[config.mk]
export PLATFORM = sky130hd
export DESIGN_NAME = ifd_decode
export DESIGN_NICKNAME = d
export VERILOG_FILES = /design/src/pkg/ifd_pkg.sv /design/src/rtl/ifd_alu.sv /design/src/rtl/ifd_decode.sv
export SDC_FILE = /design/constraint.sdc
export NUM_CORES = 1
export LEC_CHECK = 0
export BUFFER_PORTS_ARGS = -buffer_cell sky130_fd_sc_hd__buf_2
export CORE_AREA = 3 3 234 236
export CTS_BUF_LIST = sky130_fd_sc_hd__clkbuf_2
export DETAILED_ROUTE_END_ITERATION = 8
export DIE_AREA = 0 0 237 239
export PLACE_DENSITY = 0.65
export SYNTH_ARGS = -nofsm -noshare
export SYNTH_HDL_FRONTEND = slang
export SYNTH_SLANG_ARGS = --single-unit
[constraint.sdc]
create_clock -name ref_clk_in -period 7.43 [get_ports ref_clk_in]
set_input_delay 1.1145 -clock ref_clk_in [delete_from_list [all_inputs] [get_ports ref_clk_in]]
set_output_delay 1.1145 -clock ref_clk_in [all_outputs]
set_load 0.03 [all_outputs]
[src/pkg/ifd_pkg.sv]
/*
  Shared constants for the instruction field and flag decoder: register
  offsets and reset values, instruction field positions (bit 0 is the
  most significant bit of the word), opcodes and extended-opcode forms.
  Assumes a 32-bit instruction word and a 64-bit datapath.
*/
package ifd_pkg;

  // Register byte offsets on the APB slave
  localparam logic [7:0] ADDR_CTRL = 8'h00;
  localparam logic [7:0] ADDR_XER  = 8'h04;
  localparam logic [7:0] ADDR_CR   = 8'h08;
  localparam logic [7:0] ADDR_STAT = 8'h0C;

  // Control register fields and reset value
  localparam int         CTRL_MODE32_BIT = 0;
  localparam int         CTRL_IMPL64_BIT = 1;
  localparam logic [1:0] CTRL_RST        = 2'h2;

  // Fixed exception register fields and reset value
  localparam int         XER_CA_BIT = 0;
  localparam int         XER_OV_BIT = 1;
  localparam int         XER_SO_BIT = 2;
  localparam logic [2:0] XER_RST    = 3'h0;

  // Condition fields: integer field high nibble, float field low nibble
  localparam logic [7:0] CR_RST = 8'h00;

  // Field positions, big-endian numbering
  localparam int PRIMARY_OPCODE_FIRST = 0;
  localparam int PRIMARY_OPCODE_LAST  = 5;
  localparam int TO_FIRST   = 6;
  localparam int TO_LAST    = 10;
  localparam int RA_FIRST   = 11;
  localparam int RA_LAST    = 15;
  localparam int IMM_FIRST  = 16;
  localparam int IMM_LAST   = 31;
  localparam int LI_FIRST   = 6;
  localparam int LI_LAST    = 29;
  localparam int AA_BIT     = 30;
  localparam int OE_BIT     = 21;
  localparam int RC_BIT     = 31;

  // Primary opcodes; OP_CROPS, OP_EXT, OP_ROT64, OP_DSLD, OP_DSST and OP_FP select a form
  localparam logic [5:0] OP_TWI    = 6'h03;
  localparam logic [5:0] OP_CMPLI  = 6'h0A;
  localparam logic [5:0] OP_CMPI   = 6'h0B;
  localparam logic [5:0] OP_ADDI   = 6'h0E;
  localparam logic [5:0] OP_BRANCH = 6'h12;
  localparam logic [5:0] OP_CROPS  = 6'h13;
  localparam logic [5:0] OP_ORI    = 6'h18;
  localparam logic [5:0] OP_ANDI   = 6'h1C;
  localparam logic [5:0] OP_ROT64  = 6'h1E;
  localparam logic [5:0] OP_EXT    = 6'h1F;
  localparam logic [5:0] OP_DSLD   = 6'h3A;
  localparam logic [5:0] OP_DSST   = 6'h3E;
  localparam logic [5:0] OP_FP     = 6'h3F;

  // Extended opcodes: arithmetic group (bits 22-30), shift immediate (bits 21-29), trap (bits 21-30)
  localparam logic [8:0] XO_ADD   = 9'h10A;
  localparam logic [8:0] XO_ADDC  = 9'h00A;
  localparam logic [8:0] XO_ADDE  = 9'h08A;
  localparam logic [8:0] XO_SUBF  = 9'h028;
  localparam logic [8:0] XO_SUBFC = 9'h008;
  localparam logic [8:0] XO_SUBFE = 9'h088;
  localparam logic [8:0] XO_NEG   = 9'h068;
  localparam logic [8:0] XO_SRADI = 9'h19D;
  localparam logic [9:0] XO_TW    = 10'h004;

  // Sequential fetch step in bytes
  localparam logic [63:0] INSN_STEP = 64'h0000_0000_0000_0004;

  // Where the extended opcode sits
  typedef enum logic [2:0] {
    XO_NONE, XO_21_29, XO_21_30, XO_22_30,
    XO_26_30, XO_27_29, XO_27_30, XO_30_31
  } ifd_xo_form_t;

endpackage

[src/rtl/ifd_alu.sv]
/*
  Two's-complement adder with carry in and out, signed overflow and
  separate signed and unsigned compare of its two operands.
  Purely combinational; the caller registers what it keeps.
*/
`timescale 1ns/100ps
module ifd_alu (
  // Operands
  input  wire logic [63:0] a_in,
  input  wire logic [63:0] b_in,
  input  wire logic        cin_in,
  input  wire logic        mode32_in,
  // Results
  output logic [63:0]      sum_out,
  output logic             cout_out,
  output logic             ovf_out,
  output logic             lt_s_out,
  output logic             lt_u_out,
  output logic             eq_out
);

  logic [64:0] wide;    // Full 64-bit sum with carry
  logic [32:0] low;     // Low word sum, carry for 32-bit mode
  logic [63:0] sum;     // Sum bits only

  // Adder and compare
  always_comb begin
    wide    = {1'b0, a_in} + {1'b0, b_in} + {64'h0, cin_in};
    low     = {1'b0, a_in[31:0]} + {1'b0, b_in[31:0]} + {32'h0, cin_in};
    sum     = wide[63:0];
    sum_out = sum;
    if (mode32_in) begin
      // Narrow mode looks only at the low word
      cout_out = low[32];
      ovf_out  = (a_in[31] == b_in[31]) && (sum[31] != a_in[31]);
      lt_s_out = $signed(a_in[31:0]) < $signed(b_in[31:0]);
      lt_u_out = a_in[31:0] < b_in[31:0];
      eq_out   = a_in[31:0] == b_in[31:0];
    end else begin
      cout_out = wide[64];
      ovf_out  = (a_in[63] == b_in[63]) && (sum[63] != a_in[63]);
      lt_s_out = $signed(a_in) < $signed(b_in);
      lt_u_out = a_in < b_in;
      eq_out   = a_in == b_in;
    end
  end

endmodule

[src/rtl/ifd_decode.sv]
/*
  Instruction field and flag decoder. Takes one instruction a cycle from
  fetch with its address and operand register contents, registers the
  decoded fields, the integer result, the flag and condition updates and
  the next fetch address. Control and flags sit behind an APB slave.
  Assumes operand contents arrive in the same cycle as the instruction.
*/
// Our own choices: register access over APB and the placing of the registers.
`timescale 1ns/100ps
module ifd_decode (
  // Clock and reset
  input  wire logic        ref_clk_in,
  input  wire logic        arst_n_in,
  // APB slave
  input  wire logic        psel_in,
  input  wire logic        penable_in,
  input  wire logic        pwrite_in,
  input  wire logic [7:0]  paddr_in,
  input  wire logic [31:0] pwdata_in,
  output logic [31:0]      prdata_out,
  output logic             pready_out,
  output logic             pslverr_out,
  // Fetch stage and operand contents
  input  wire logic        insn_valid_in,
  input  wire logic [31:0] insn_in,
  input  wire logic [63:0] cia_in,
  input  wire logic [63:0] gpr_a_data_in,
  input  wire logic [63:0] gpr_b_data_in,
  input  wire logic [63:0] gpr_s_data_in,
  // Decoded fields
  output logic [4:0]       trap_cond_out,
  output logic             trap_en_out,
  output logic [63:0]      unsigned_immediate_ext_out,
  output logic [9:0]       xo_out,
  output logic [2:0]       xo_form_out,
  output logic             illegal_out,
  // Writeback and fetch redirect
  output logic [63:0]      result_out,
  output logic             gpr_wr_en_out,
  output logic [4:0]       gpr_wr_sel_out,
  output logic [63:0]      next_fetch_out,
  output logic             fetch_valid_out,
  // Architected flags
  output logic [7:0]       cond_reg_out,
  output logic             carry_flag_out,
  output logic             overflow_flag_out,
  output logic             summary_ovf_out
);

  // Field of the word by big-endian positions
  function automatic logic [31:0] be_field(input logic [31:0] w,
                                           input int first, input int last);
    logic [31:0] sh;
    sh = w >> (31 - last);
    return sh & ((32'h1 << (last - first + 1)) - 32'h1);
  endfunction

  // Registered state
  logic [4:0]  trap_cond_ff, nxt_trap_cond;
  logic        trap_en_ff, nxt_trap_en;
  logic [63:0] unsigned_immediate_ext_ff, nxt_unsigned_immediate_ext;
  logic [9:0]  xo_ff, nxt_xo;
  logic [2:0]  xo_form_ff, nxt_xo_form;
  logic        illegal_ff, nxt_illegal;
  logic [63:0] result_ff, nxt_result;
  logic        wr_en_ff, nxt_wr_en;
  logic [4:0]  wr_sel_ff, nxt_wr_sel;
  logic [63:0] fetch_ff, nxt_fetch;
  logic        fvalid_ff, nxt_fvalid;
  logic [7:0]  cr_ff, nxt_cr;
  logic [2:0]  xer_ff, nxt_xer;
  logic [15:0] ill_cnt_ff, nxt_ill_cnt;
  logic [1:0]  ctrl_ff, nxt_ctrl;
  logic [31:0] prdata_ff, nxt_prdata;
  logic        pready_ff, nxt_pready;
  logic        pslverr_ff, nxt_pslverr;

  // Decode wires
  ifd_pkg::ifd_xo_form_t form;   // Extended opcode position
  logic [5:0]  primary_opcode;             // Primary opcode
  logic [4:0]  base_sel;         // Base register number
  logic [4:0]  targ_sel;         // Target register number
  logic [8:0]  xo9;              // Arithmetic extended opcode
  logic [15:0] imm16;            // Immediate bits
  logic [63:0] unsigned_immediate_ext;         // Zero-extended immediate
  logic [63:0] simm_ext;         // Sign-extended immediate
  logic [63:0] base_val;         // Base register or zero
  logic [63:0] tgt;              // Branch target before masking
  logic        mode32;           // Narrow addressing in force
  logic        impl64;           // Wide implementation
  logic        arith;            // Arithmetic group member
  logic        oe;               // Overflow enable bit
  logic        rc;               // Record bit
  logic        exec;             // Legal valid instruction
  // ALU hookup
  logic [63:0] alu_a, alu_b, alu_sum;
  logic        alu_cin, alu_cout, alu_ovf, alu_lts, alu_ltu, alu_eq;
  // Software write strobes
  logic        apb_done, wr_ctrl, wr_xer;

  assign impl64 = ctrl_ff[ifd_pkg::CTRL_IMPL64_BIT];
  // A narrow implementation always runs narrow
  assign mode32 = ctrl_ff[ifd_pkg::CTRL_MODE32_BIT] | ~impl64;

  ifd_alu u_alu (
    .a_in      (alu_a),
    .b_in      (alu_b),
    .cin_in    (alu_cin),
    .mode32_in (mode32),
    .sum_out   (alu_sum),
    .cout_out  (alu_cout),
    .ovf_out   (alu_ovf),
    .lt_s_out  (alu_lts),
    .lt_u_out  (alu_ltu),
    .eq_out    (alu_eq)
  );

  // Field extraction and form selection
  always_comb begin
    primary_opcode     = 6'(be_field(insn_in, ifd_pkg::PRIMARY_OPCODE_FIRST,
                           ifd_pkg::PRIMARY_OPCODE_LAST));
    base_sel = 5'(be_field(insn_in, ifd_pkg::RA_FIRST, ifd_pkg::RA_LAST));
    targ_sel = 5'(be_field(insn_in, ifd_pkg::TO_FIRST, ifd_pkg::TO_LAST));
    imm16    = 16'(be_field(insn_in, ifd_pkg::IMM_FIRST,
                            ifd_pkg::IMM_LAST));
    unsigned_immediate_ext = {48'h0, imm16};
    simm_ext = {{48{imm16[15]}}, imm16};
    xo9      = 9'(be_field(insn_in, 22, 30));
    oe       = 1'(be_field(insn_in, ifd_pkg::OE_BIT, ifd_pkg::OE_BIT));
    rc       = 1'(be_field(insn_in, ifd_pkg::RC_BIT, ifd_pkg::RC_BIT));
    // Register zero in base position reads as zero
    base_val = (base_sel == 5'h00) ? 64'h0 : gpr_a_data_in;
    arith    = 1'b0;
    case (xo9)
      ifd_pkg::XO_ADD, ifd_pkg::XO_ADDC, ifd_pkg::XO_ADDE,
      ifd_pkg::XO_SUBF, ifd_pkg::XO_SUBFC, ifd_pkg::XO_SUBFE,
      ifd_pkg::XO_NEG: begin
        arith = 1'b1;
      end
      default: begin
        arith = 1'b0;
      end
    endcase
    // Form follows the primary opcode
    case (primary_opcode)
      ifd_pkg::OP_CROPS: form = ifd_pkg::XO_21_30;
      ifd_pkg::OP_EXT: begin
        if (9'(be_field(insn_in, 21, 29)) == ifd_pkg::XO_SRADI) begin
          form = ifd_pkg::XO_21_29;
        end else if (arith) begin
          form = ifd_pkg::XO_22_30;
        end else begin
          form = ifd_pkg::XO_21_30;
        end
      end
      ifd_pkg::OP_ROT64: begin
        // Bit 27 splits the short and long rotate forms
        form = be_field(insn_in, 27, 27) != 32'h0 ? ifd_pkg::XO_27_30
                                                  : ifd_pkg::XO_27_29;
      end
      ifd_pkg::OP_DSLD, ifd_pkg::OP_DSST: form = ifd_pkg::XO_30_31;
      ifd_pkg::OP_FP: form = ifd_pkg::XO_26_30;
      default: form = ifd_pkg::XO_NONE;
    endcase
    case (form)
      ifd_pkg::XO_21_29: nxt_xo = 10'(be_field(insn_in, 21, 29));
      ifd_pkg::XO_21_30: nxt_xo = 10'(be_field(insn_in, 21, 30));
      ifd_pkg::XO_22_30: nxt_xo = 10'(be_field(insn_in, 22, 30));
      ifd_pkg::XO_26_30: nxt_xo = 10'(be_field(insn_in, 26, 30));
      ifd_pkg::XO_27_29: nxt_xo = 10'(be_field(insn_in, 27, 29));
      ifd_pkg::XO_27_30: nxt_xo = 10'(be_field(insn_in, 27, 30));
      ifd_pkg::XO_30_31: nxt_xo = 10'(be_field(insn_in, 30, 31));
      default:           nxt_xo = 10'h000;
    endcase
    nxt_xo_form = form;
    // Wide-only forms refused on a narrow implementation
    nxt_illegal = insn_valid_in & ~impl64 &
                  (form == ifd_pkg::XO_21_29 || form == ifd_pkg::XO_27_29 ||
                   form == ifd_pkg::XO_27_30 || form == ifd_pkg::XO_30_31);
    exec          = insn_valid_in & ~nxt_illegal;
    nxt_trap_cond = targ_sel;
    nxt_trap_en   = exec & (primary_opcode == ifd_pkg::OP_TWI ||
                    (primary_opcode == ifd_pkg::OP_EXT && nxt_xo == ifd_pkg::XO_TW));
    nxt_unsigned_immediate_ext  = unsigned_immediate_ext;
  end

  // Execution, flags, condition fields and fetch target
  always_comb begin
    alu_a      = gpr_a_data_in;
    alu_b      = gpr_b_data_in;
    alu_cin    = 1'b0;
    nxt_result = result_ff;
    nxt_wr_en  = 1'b0;
    nxt_wr_sel = targ_sel;
    nxt_xer    = xer_ff;
    nxt_cr     = cr_ff;
    // Software writes first, so hardware updates below win
    if (wr_xer) begin
      nxt_xer = pwdata_in[2:0];
    end
    if (exec && primary_opcode == ifd_pkg::OP_EXT && arith) begin
      // Subtracts invert the first operand and add one, or the carry for the extended subtract
      if (xo9 == ifd_pkg::XO_SUBF || xo9 == ifd_pkg::XO_SUBFC ||
          xo9 == ifd_pkg::XO_NEG) begin
        alu_a   = ~gpr_a_data_in;
        alu_cin = 1'b1;
      end else if (xo9 == ifd_pkg::XO_SUBFE) begin
        alu_a   = ~gpr_a_data_in;
        alu_cin = xer_ff[ifd_pkg::XER_CA_BIT];
      end else if (xo9 == ifd_pkg::XO_ADDE) begin
        alu_cin = xer_ff[ifd_pkg::XER_CA_BIT];
      end
      if (xo9 == ifd_pkg::XO_NEG) begin
        alu_b = 64'h0;
      end
      nxt_result = alu_sum;
      nxt_wr_en  = 1'b1;
      // Carry and extended variants record carry
      if (xo9 != ifd_pkg::XO_ADD && xo9 != ifd_pkg::XO_SUBF &&
          xo9 != ifd_pkg::XO_NEG) begin
        nxt_xer[ifd_pkg::XER_CA_BIT] = alu_cout;
      end
      // Overflow-recording variants
      if (oe) begin
        nxt_xer[ifd_pkg::XER_OV_BIT] = alu_ovf;
        nxt_xer[ifd_pkg::XER_SO_BIT] = nxt_xer[ifd_pkg::XER_SO_BIT] |
                                       alu_ovf;
      end
    end else if (exec && primary_opcode == ifd_pkg::OP_ADDI) begin
      alu_a      = base_val;
      alu_b      = simm_ext;
      nxt_result = alu_sum;
      nxt_wr_en  = 1'b1;
    end else if (exec && primary_opcode == ifd_pkg::OP_ORI) begin
      nxt_result = gpr_s_data_in | unsigned_immediate_ext;
      nxt_wr_en  = 1'b1;
      nxt_wr_sel = base_sel;
    end else if (exec && primary_opcode == ifd_pkg::OP_ANDI) begin
      nxt_result = gpr_s_data_in & unsigned_immediate_ext;
      nxt_wr_en  = 1'b1;
      nxt_wr_sel = base_sel;
    end else if (exec && (primary_opcode == ifd_pkg::OP_CMPI ||
                          primary_opcode == ifd_pkg::OP_CMPLI)) begin
      // Signed against signed immediate, unsigned against unsigned
      alu_b = (primary_opcode == ifd_pkg::OP_CMPI) ? simm_ext : unsigned_immediate_ext;
      nxt_cr[7:4] = {(primary_opcode == ifd_pkg::OP_CMPI) ? alu_lts : alu_ltu,
                     (primary_opcode == ifd_pkg::OP_CMPI) ? ~alu_lts & ~alu_eq
                                                : ~alu_ltu & ~alu_eq,
                     alu_eq, xer_ff[ifd_pkg::XER_SO_BIT]};
    end
    // Record form of integer results, the and-immediate always records
    // Only the arithmetic group and the float opcode own a record bit; elsewhere bit 31 is data
    if (nxt_wr_en && ((rc && primary_opcode == ifd_pkg::OP_EXT) ||
                      primary_opcode == ifd_pkg::OP_ANDI)) begin
      if (mode32) begin
        nxt_cr[7] = nxt_result[31];
        nxt_cr[5] = nxt_result[31:0] == 32'h0;
      end else begin
        nxt_cr[7] = nxt_result[63];
        nxt_cr[5] = nxt_result == 64'h0;
      end
      nxt_cr[6] = ~nxt_cr[7] & ~nxt_cr[5];
      nxt_cr[4] = nxt_xer[ifd_pkg::XER_SO_BIT];
    end
    // Float record form carries the summary overflow
    if (exec && primary_opcode == ifd_pkg::OP_FP && rc) begin
      nxt_cr[3:0] = {3'h0, nxt_xer[ifd_pkg::XER_SO_BIT]};
    end
    // Next fetch: relative or absolute branch, else sequential
    if (exec && primary_opcode == ifd_pkg::OP_BRANCH) begin
      tgt = {{38{insn_in[25]}},
             24'(be_field(insn_in, ifd_pkg::LI_FIRST, ifd_pkg::LI_LAST)),
             2'h0};
      if (be_field(insn_in, ifd_pkg::AA_BIT, ifd_pkg::AA_BIT) == 32'h0) begin
        tgt = tgt + cia_in;
      end
    end else begin
      tgt = cia_in + ifd_pkg::INSN_STEP;
    end
    nxt_fetch   = mode32 ? {32'h0, tgt[31:0]} : tgt;
    nxt_fvalid  = exec;
    nxt_ill_cnt = ill_cnt_ff + {15'h0, nxt_illegal};
  end

  // APB answer one cycle into the access phase
  assign apb_done = psel_in & penable_in & pready_ff;
  assign wr_ctrl  = apb_done & pwrite_in & (paddr_in == ifd_pkg::ADDR_CTRL);
  assign wr_xer   = apb_done & pwrite_in & (paddr_in == ifd_pkg::ADDR_XER);

  // Slave next values; unmapped addresses answer with an error
  always_comb begin
    nxt_pready  = psel_in & penable_in & ~pready_ff;
    nxt_prdata  = 32'h0;
    nxt_pslverr = 1'b0;
    nxt_ctrl    = wr_ctrl ? pwdata_in[1:0] : ctrl_ff;
    if (nxt_pready) begin
      case (paddr_in)
        ifd_pkg::ADDR_CTRL: nxt_prdata = {30'h0, ctrl_ff};
        ifd_pkg::ADDR_XER:  nxt_prdata = {29'h0, xer_ff};
        ifd_pkg::ADDR_CR:   nxt_prdata = {24'h0, cr_ff};
        ifd_pkg::ADDR_STAT: nxt_prdata = {16'h0, ill_cnt_ff};
        default:            nxt_pslverr = 1'b1;
      endcase
    end
  end

  // State registers
  always_ff @(posedge ref_clk_in or negedge arst_n_in) begin
    if (!arst_n_in) begin
      trap_cond_ff <= 5'h00;
      trap_en_ff   <= 1'b0;
      unsigned_immediate_ext_ff  <= 64'h0;
      xo_ff        <= 10'h000;
      xo_form_ff   <= 3'h0;
      illegal_ff   <= 1'b0;
      result_ff    <= 64'h0;
      wr_en_ff     <= 1'b0;
      wr_sel_ff    <= 5'h00;
      fetch_ff     <= 64'h0;
      fvalid_ff    <= 1'b0;
      cr_ff        <= ifd_pkg::CR_RST;
      xer_ff       <= ifd_pkg::XER_RST;
      ill_cnt_ff   <= 16'h0000;
      ctrl_ff      <= ifd_pkg::CTRL_RST;
      prdata_ff    <= 32'h0;
      pready_ff    <= 1'b0;
      pslverr_ff   <= 1'b0;
    end else begin
      trap_cond_ff <= nxt_trap_cond;
      trap_en_ff   <= nxt_trap_en;
      unsigned_immediate_ext_ff  <= nxt_unsigned_immediate_ext;
      xo_ff        <= nxt_xo;
      xo_form_ff   <= nxt_xo_form;
      illegal_ff   <= nxt_illegal;
      result_ff    <= nxt_result;
      wr_en_ff     <= nxt_wr_en;
      wr_sel_ff    <= nxt_wr_sel;
      fetch_ff     <= nxt_fetch;
      fvalid_ff    <= nxt_fvalid;
      cr_ff        <= nxt_cr;
      xer_ff       <= nxt_xer;
      ill_cnt_ff   <= nxt_ill_cnt;
      ctrl_ff      <= nxt_ctrl;
      prdata_ff    <= nxt_prdata;
      pready_ff    <= nxt_pready;
      pslverr_ff   <= nxt_pslverr;
    end
  end

  // Outputs straight from flip-flops
  assign trap_cond_out     = trap_cond_ff;
  assign trap_en_out       = trap_en_ff;
  assign unsigned_immediate_ext_out      = unsigned_immediate_ext_ff;
  assign xo_out            = xo_ff;
  assign xo_form_out       = xo_form_ff;
  assign illegal_out       = illegal_ff;
  assign result_out        = result_ff;
  assign gpr_wr_en_out     = wr_en_ff;
  assign gpr_wr_sel_out    = wr_sel_ff;
  assign next_fetch_out    = fetch_ff;
  assign fetch_valid_out   = fvalid_ff;
  assign cond_reg_out      = cr_ff;
  assign carry_flag_out    = xer_ff[ifd_pkg::XER_CA_BIT];
  assign overflow_flag_out = xer_ff[ifd_pkg::XER_OV_BIT];
  assign summary_ovf_out   = xer_ff[ifd_pkg::XER_SO_BIT];
  assign prdata_out        = prdata_ff;
  assign pready_out        = pready_ff;
  assign pslverr_out       = pslverr_ff;

endmodule

After elaboration in Yosys (flattened, before gate mapping)
Index checks and enable logic that the tools add are counted.

$add $sub $neg: 7. Magnitude comparators: 4. Eq/ne operators: 45. Muxes and demuxes: 62. Bitwise operators: 26. Reduce and logical (&&, ||, !) cells: 34.

Operators by type and width (number): $mux W64 (19); $lt A64 B64 Y1 (2); $pmux W10 S7 (1); $add A64 B64 Y65 (1); $add A65 B1 Y65 (1); $add A64 B3 Y64 const B (1); $add A64 B64 Y64 (1); $and A64 B16 Y64 (1); $eq A64 B64 Y1 (1); $logic_not A32 Y1 (2); $logic_not A64 Y1 (1); $lt A32 B32 Y1 (2); $not A64 Y64 (1); $or A64 B16 Y64 (1); $pmux W16 S4 (1); $eq A6 B5 Y1 const B (6); $add A32 B32 Y33 (1); $add A33 B1 Y33 (1); $eq A32 B32 Y1 (1); $mux W1 (24); $mux W4 (6); $mux W5 (4); $eq A6 B4 Y1 const B (3); $eq A6 B6 Y1 const B (3); other kinds (35) (93).

Flip-flop bits (word level): 231. Input port bits: 334. Output and inout bits: 264.

Depth between registers and ports, before layout
Depth in word-level cells: 30. Gate-level depth with buffers: 31. Gate-level depth less buffers: 25.

Modules after synthesis
Synthesis repeated with hierarchy kept, for this count alone.

Cells, all modules: 2860. Area total of the unflattened synthesis: 22570.4 µm².

By module, submodules not included: ifd_decode (times used 1, cells each 2002, area each 16707.3 µm², sequential area each 5381.4 µm²); ifd_alu (times used 1, cells each 858, area each 5863.1 µm², sequential area each 0.0 µm²).

Worst setup path after synthesis
Ideal clock, no wire load.

Path kind: input to register. From: input port insn_in[7]. To: register cr_ff[6] (netlist: cond_reg_out[6]). Setup time: 125 ps. Data arrival time: 7568 ps. Data required time: 7305 ps. Setup slack: -263 ps. Stages: 30. Cell sequence: buf_2 -> mux2_4 -> or4b_4 -> a21o_4 -> a21oi_4 -> buf_6 -> buf_6 -> buf_2 -> buf_1 -> buf_1 -> o21ai_1 -> clkbuf_1 -> a22o_1 -> inv_1 -> fa_1 -> inv_1 -> fa_1 -> a211oi_1 -> o21ai_0 -> a21oi_1 -> nor3_1 -> o21ai_0 -> a41o_1 -> xor2_1 -> o21ai_0 -> or4_1 -> or4_1 -> nor3_2 -> a211o_1 -> a21oi_1.

RTL lines: start, declared (line ifd_decode.sv:25) `input wire logic [31:0] insn_in,`; $eq A9 B6 Y1 (tied with other cells) (line ifd_decode.sv:134, ifd_decode.sv:203); $reduce_or A7 Y1 (line ifd_decode.sv:134) `case (xo9)`; $mux W1 (line ifd_decode.sv:134); $mux W1 (line ifd_decode.sv:150) `end else if (arith) begin`; $mux W3 (line ifd_decode.sv:148) `if (9'(be_field(insn_in, 21, 29)) == ifd_pkg::XO_SRADI) begin`; $pmux W3 S5 (line ifd_decode.sv:145) `case (primary_opcode)`; $eq A3 B1 Y1 / $eq A3 B3 Y1 (equally long branches); $logic_or A1 B1 Y1 (2 in a row) (line ifd_decode.sv:178) `(form == ifd_pkg::XO_21_29 || form == ifd_pkg::XO_27_29 ||`; (+13 left out); $mux W64 (*) (line ifd_decode.sv:201) `if (exec && primary_opcode == ifd_pkg::OP_EXT && arith) begin`; via nxt_result[44] (line ifd_decode.sv:65) `logic [63:0] result_ff, nxt_result;`; $logic_not A64 Y1 (*) (line ifd_decode.sv:260) `nxt_cr[5] = nxt_result == 64'h0;`; $mux W1 (*) (line ifd_decode.sv:255) `if (mode32) begin`; $mux W1 (*) (line ifd_decode.sv:253) `if (nxt_wr_en && ((rc && primary_opcode == ifd_pkg::OP_EXT) ||`; $not A1 Y1 (*) (line ifd_decode.sv:262) `nxt_cr[6] = ~nxt_cr[7] & ~nxt_cr[5];`; $and A1 B1 Y1 (*) (line ifd_decode.sv:262); $mux W4 (*) (line ifd_decode.sv:253); end signal, assigned (line ifd_decode.sv:321) `cr_ff <= ifd_pkg::CR_RST;`; end signal, assigned (line ifd_decode.sv:340) `cr_ff <= nxt_cr;`; end, declared (line ifd_decode.sv:70) `logic [7:0] cr_ff, nxt_cr;`.

Mark *: on every way through the listed nets, which the timed path passes. The rest lies on a longest branch. The select of a mux whose other input is x is not followed. A chain may end at the register's enable or synchronous reset.

Worst setup path in the final report
From: input port insn_in[3]. To: register cr_ff[6] (netlist: cond_reg_out[6]).

RTL lines (line): $eq A9 B6 Y1 (tied with other cells) (ifd_decode.sv:134, ifd_decode.sv:203); $reduce_or A7 Y1 (ifd_decode.sv:134); $mux W1 (ifd_decode.sv:134); $mux W1 (ifd_decode.sv:150); $mux W3 (ifd_decode.sv:148); $pmux W3 S5 (ifd_decode.sv:145); $eq A3 B1 Y1 / $eq A3 B3 Y1 (equally long branches); $logic_or A1 B1 Y1 (2 in a row) (ifd_decode.sv:178); (+13 left out); $mux W64 (*) (ifd_decode.sv:201); via nxt_result[22] (ifd_decode.sv:65); $logic_not A64 Y1 / $logic_not A32 Y1 (equally long branches) (ifd_decode.sv:260, ifd_decode.sv:257); $mux W1 (*) (ifd_decode.sv:255); $mux W1 (*) (ifd_decode.sv:253); $not A1 Y1 (*) (ifd_decode.sv:262); $and A1 B1 Y1 (*) (ifd_decode.sv:262); $mux W4 (*) (ifd_decode.sv:253).

Marks and branches as above.

==> flow_results.org <==
** Outcome
- Outcome :: finished, final reports clean

** Placement
- Placer Congestion :: about 0.97
- During placement, the flow inserted port buffers numbering between 500 and 600.
- Detailed placement ended at an HPWL of 74450 um.

** Synth
- Simple-gate share of the synthesized area :: 0.2146
- For this run, the register share of the synthesized area comes to 0.2451.
- After synthesis, the largest family of logic cells by area is compound AO/OA/AOI/OAI gates.
- For this run, the number of Yosys warnings is 0.
- The cell count after synthesis came out at 2863.
- Most numerous cell in the Yosys netlist :: nand2_1
- Of the total synthesized cell area, the portion taken by XOR and XNOR cells is 0.06064.
- Cell Area, Synth :: 21950 um2
- Most frequent cells after synthesis :: nand2_1 (345), a21oi_1 (266), dfrtp_1 (214), o21ai_0 (212), ha_1 (193)
- Number of distinct library cells after synthesis :: 99
- In the post-synthesis netlist, the biggest area contributors are dfrtp_1 (24%), ha_1 (11%), a21oi_1 (6.1%).
- Area share of the largest cell type after synthesis :: 0.2439
- Yosys top cell by area :: dfrtp_1
- Mean Syn Cell Area :: 7.668 um2
- Leading register cell type out of synthesis :: dfrtp_1
- Complex-gate fraction of the synthesized area :: 0.2673
- Measured against the total synthesized area, the mux share comes to 0.01493.
- Of the total synthesized cell area, the portion taken by full adders, half adders and majority gates is 0.1173.
- Counting flops and latches in the post-synthesis netlist gives between 200 and 250.
- EDFF count, synth :: 0
- After synthesis, the share of flip-flops with an asynchronous set or reset is 1.000.

** Clock tree
- Post-CTS repair changed the size of 0 cells.
- Clock root buffer :: clkbuf_2
- Clock buffer count from CTS :: 60
- The tree built by TritonCTS fans out to 215 sinks.
- Counting along the longest clock path gives a buffer depth of 3.
- The clock tree synthesis step divided the H-tree into 2 levels.
- Hold bufs inserted after CTS :: 1
- Clock-pin slew was measured on the worst setup and hold paths at roughly 0.10 ns.
- In this run the post-CTS setup repair buffer count came out at 0.
- TritonCTS built the clock tree.
- The later pin in the worst-skew pair is clocked with a latency of 1.09 ns.

** Detailed routing
- The detailed router placed between 20000 and 25000 vias in this run.
- Detailed router's first-iteration violation count :: approximately 2000
- DR vias/cell :: approximately 5.6
- In the routed design, unresolved DRC markers number 0.
- Average wire length per cell after detail routing :: a little over 20 um
- The pre-antenna-repair detailed-routing pass consisted of 5 iterations.
- Total Wirelength :: approximately 92000 um
- The detail route stage leaves a number of antenna-violating nets equal to 0.

** GRT
- Total gr overflow :: 0
- The first global-routing pass estimated 136200 um of wire.
- Maximum number of pins on one net before global-route repair :: a little over 80
- The initial antenna violation count is 14.
- The via count of the first global-routing pass is about 23000.
- Global Route Usage Sum :: 0.3079

** STA
- On the final layout, the worst clock skew is between 0.1 and 0.15 ns.
- Setup repair after global routing left no endpoint under its margin.
- Final hold viol count :: 0
- Worst slew margin relative to its limit :: 0.1928
- Final setup violation count :: 0
- Worst hold-check slack :: approximately 0.25 ns
- The final max-slew violation count is 0.
- Crit share post-route :: 0.9168
- Post-route minimum period :: between 6 and 7 ns
- Actual slew at the worst max-slew pin :: 1.211 ns
- Derived from the worst setup path, the maximum achievable clock frequency is 146.8 MHz.

** Floorplanning
- Core area :: 52660 um2
- Starting Density :: 0.4170
- The die covers approximately 57000 um2.
- FP Rows :: between 80 and 90
- In this run the horizontal extent of the chip is 237 um.
- From bottom edge to top edge, the die measures ~240 um.
- Number of ports placed on the die boundary :: between 500 and 600

** Setup path
- The worst setup path is captured at a register.
- Critical register-to-register path startpoint :: ctrl_ff[1]
- The cell that appears most often on the critical path is buf_4.
- Data arrival time of the critical path :: just under 8 ns
- The worst setup path is launched from an input pin.
- Maximum fanout count along the critical path :: 8
- Kind of critical path :: input pin to register
- Data required, critical path :: roughly 8.4 ns
- Biggest cell delay along the critical path :: approximately 0.5 ns
- Launch point of the critical path :: insn_in[3]
- The slowest stage of the critical path belongs to the cell or4b_4.

** Layout
- Final #Nets :: 4247
- Share of the core filled with cells in the final layout :: 0.5435
- Share of post-route cells with drive strength above 1 :: 0.2934
- Signed area change from the synthesized netlist to the final layout :: 30.35%
- Filler Cell Count :: 5155

** Worst hold path
- Launch point of the worst hold path :: insn_in[23]
- In this run the worst hold path is classified as input pin to register.

** Flow run
- Max-cap violations in this run came to 0.

** Pwr
- Summed over all cells, the static leakage comes to around 15 nW.
- Worst IR Drop VDD :: 0.0001774 V
- Pwr/cell area :: between 150 and 200 nW/um2
-- routing by layer --
layer,routed length (um),GRT usage,vias to the layer above
met3,7379,0.05895,214
met2,41800,0.4947,1094
met1,38360,0.3984,11670
li1,-,-,11960
met5,50,0,-
met4,4705,0.1486,8
-- placed cells by master, fill, tap and decap left out, types with 16 or more instances in the layout --
cell	count
nor2_1	184
clkinv_1	20
xor2_1	66
nand4_1	56
nand2_1	345
ha_1	193
nor3_1	45
a221oi_1	23
a22o_1	28
nand3_1	81
o31ai_1	19
o211ai_1	24
mux2i_1	23
a21o_1	79
dfrtp_1	214
nor2b_1	31
buf_2	500
a22oi_1	16
nor4_1	24
a31oi_1	23
xnor2_1	86
buf_4	448
and3_1	54
clkbuf_2	84
o21bai_1	30
conb_1	67
a211oi_1	38
a21oi_1	265
and2_1	29
o21a_1	33
inv_1	157
o21ai_0	211
-- flip-flops by register name (all words and copies together), names as in the netlist --
| register | flops |
|---|---|
| trap_cond_out | 5 |
| fetch_valid_out | 1 |
| pslverr_out | 1 |
| next_fetch_out | 64 |
| gpr_wr_en_out | 1 |
| ctrl_ff | 2 |
| prdata_out | 16 |
| xo_form_out | 3 |
| pready_out | 1 |
| illegal_out | 1 |
| trap_en_out | 1 |
| cond_reg_out | 5 |
| ill_cnt_ff | 16 |
| xo_out | 10 |
| result_out | 64 |
| gpr_wr_sel_out | 5 |
| unsigned_immediate_ext_out | 16 |
| xer_ff | 3 |
-- per-stage QoR --
| stage | instances | power, mW | worst slack, ns | setup TNS, ns | cell area, um2 |
|---|---|---|---|---|---|
| finish | 4465 | 4.509 | 0.6180 | 0 | 28620 |
| global route | 4462 | 4.770 | 0.4001 | 0 | 28610 |
| CTS | 4457 | 4.518 | 0.8531 | 0 | 28590 |
| detailed placement | 4342 | 3.419 | -0.3340 | -0.5951 | 27900 |
| global placement | 4342 | 3.413 | -0.2966 | -0.5097 | 27900 |
| floorplan | 2929 | 2.555 | 0.05819 | 0 | 22210 |
-- final cells by class --
cell class                 instances  area [um2]  share of cell area
multi-input combinational       2327       15090              0.5274
timing repair buffer             955        5991              0.2093
sequential                       215        5381              0.1880
tap                              688       860.8             0.03008
inverter                         158       593.1             0.02072
clock buffer                      84       420.4             0.01469
clock inverter                    30       259.0            0.009050
antenna                            8       20.02           0.0006995
-- worst max-delay path: cells and delay by family --
family / cells / cell delay, ns
xor+xnor: 1 / 0.25
compound gates: 11 / 2.34
fa+ha+maj: 2 / 0.62
buf+inv: 8 / 1.16
simple gates: 9 / 2.24
-- path summary, 6_finish.rpt --
check / to / depth (start not counted) / slack, ns
hold / removal: trap_cond_out[2] / 1 / 0.25
setup reg to reg: cond_reg_out[6] / 23 / 1.30
min in group asynchronous: next_fetch_out[44] / 2 / 0.65
hold reg to reg: ill_cnt_ff[15] / 1 / 0.49
max in group asynchronous: result_out[44] / 3 / 5.26
setup / recovery: cond_reg_out[6] / 31 / 0.62
-- cell families after synthesis --
family                   after synthesis
AND/OR/NAND/NOR                      961
AO/OA/AOI/OAI                        911
buffers and inverters                387
flip-flops                           215
adder cells (fa/ha/maj)              206
XOR/XNOR                             152
multiplexers                          30
other                                  1
-- where the power goes --
| group | switching, mW | internal, mW | leakage (nW) | total [mW] |
|---|---|---|---|---|
| clock network | 0.581 | 0.492 | 0.474 | 1.07 |
| logic | 1.24 | 0.834 | 11.8 | 2.07 |
| registers | 0.0787 | 1.28 | 2.77 | 1.36 |
(Power assumes the default switching activity.)
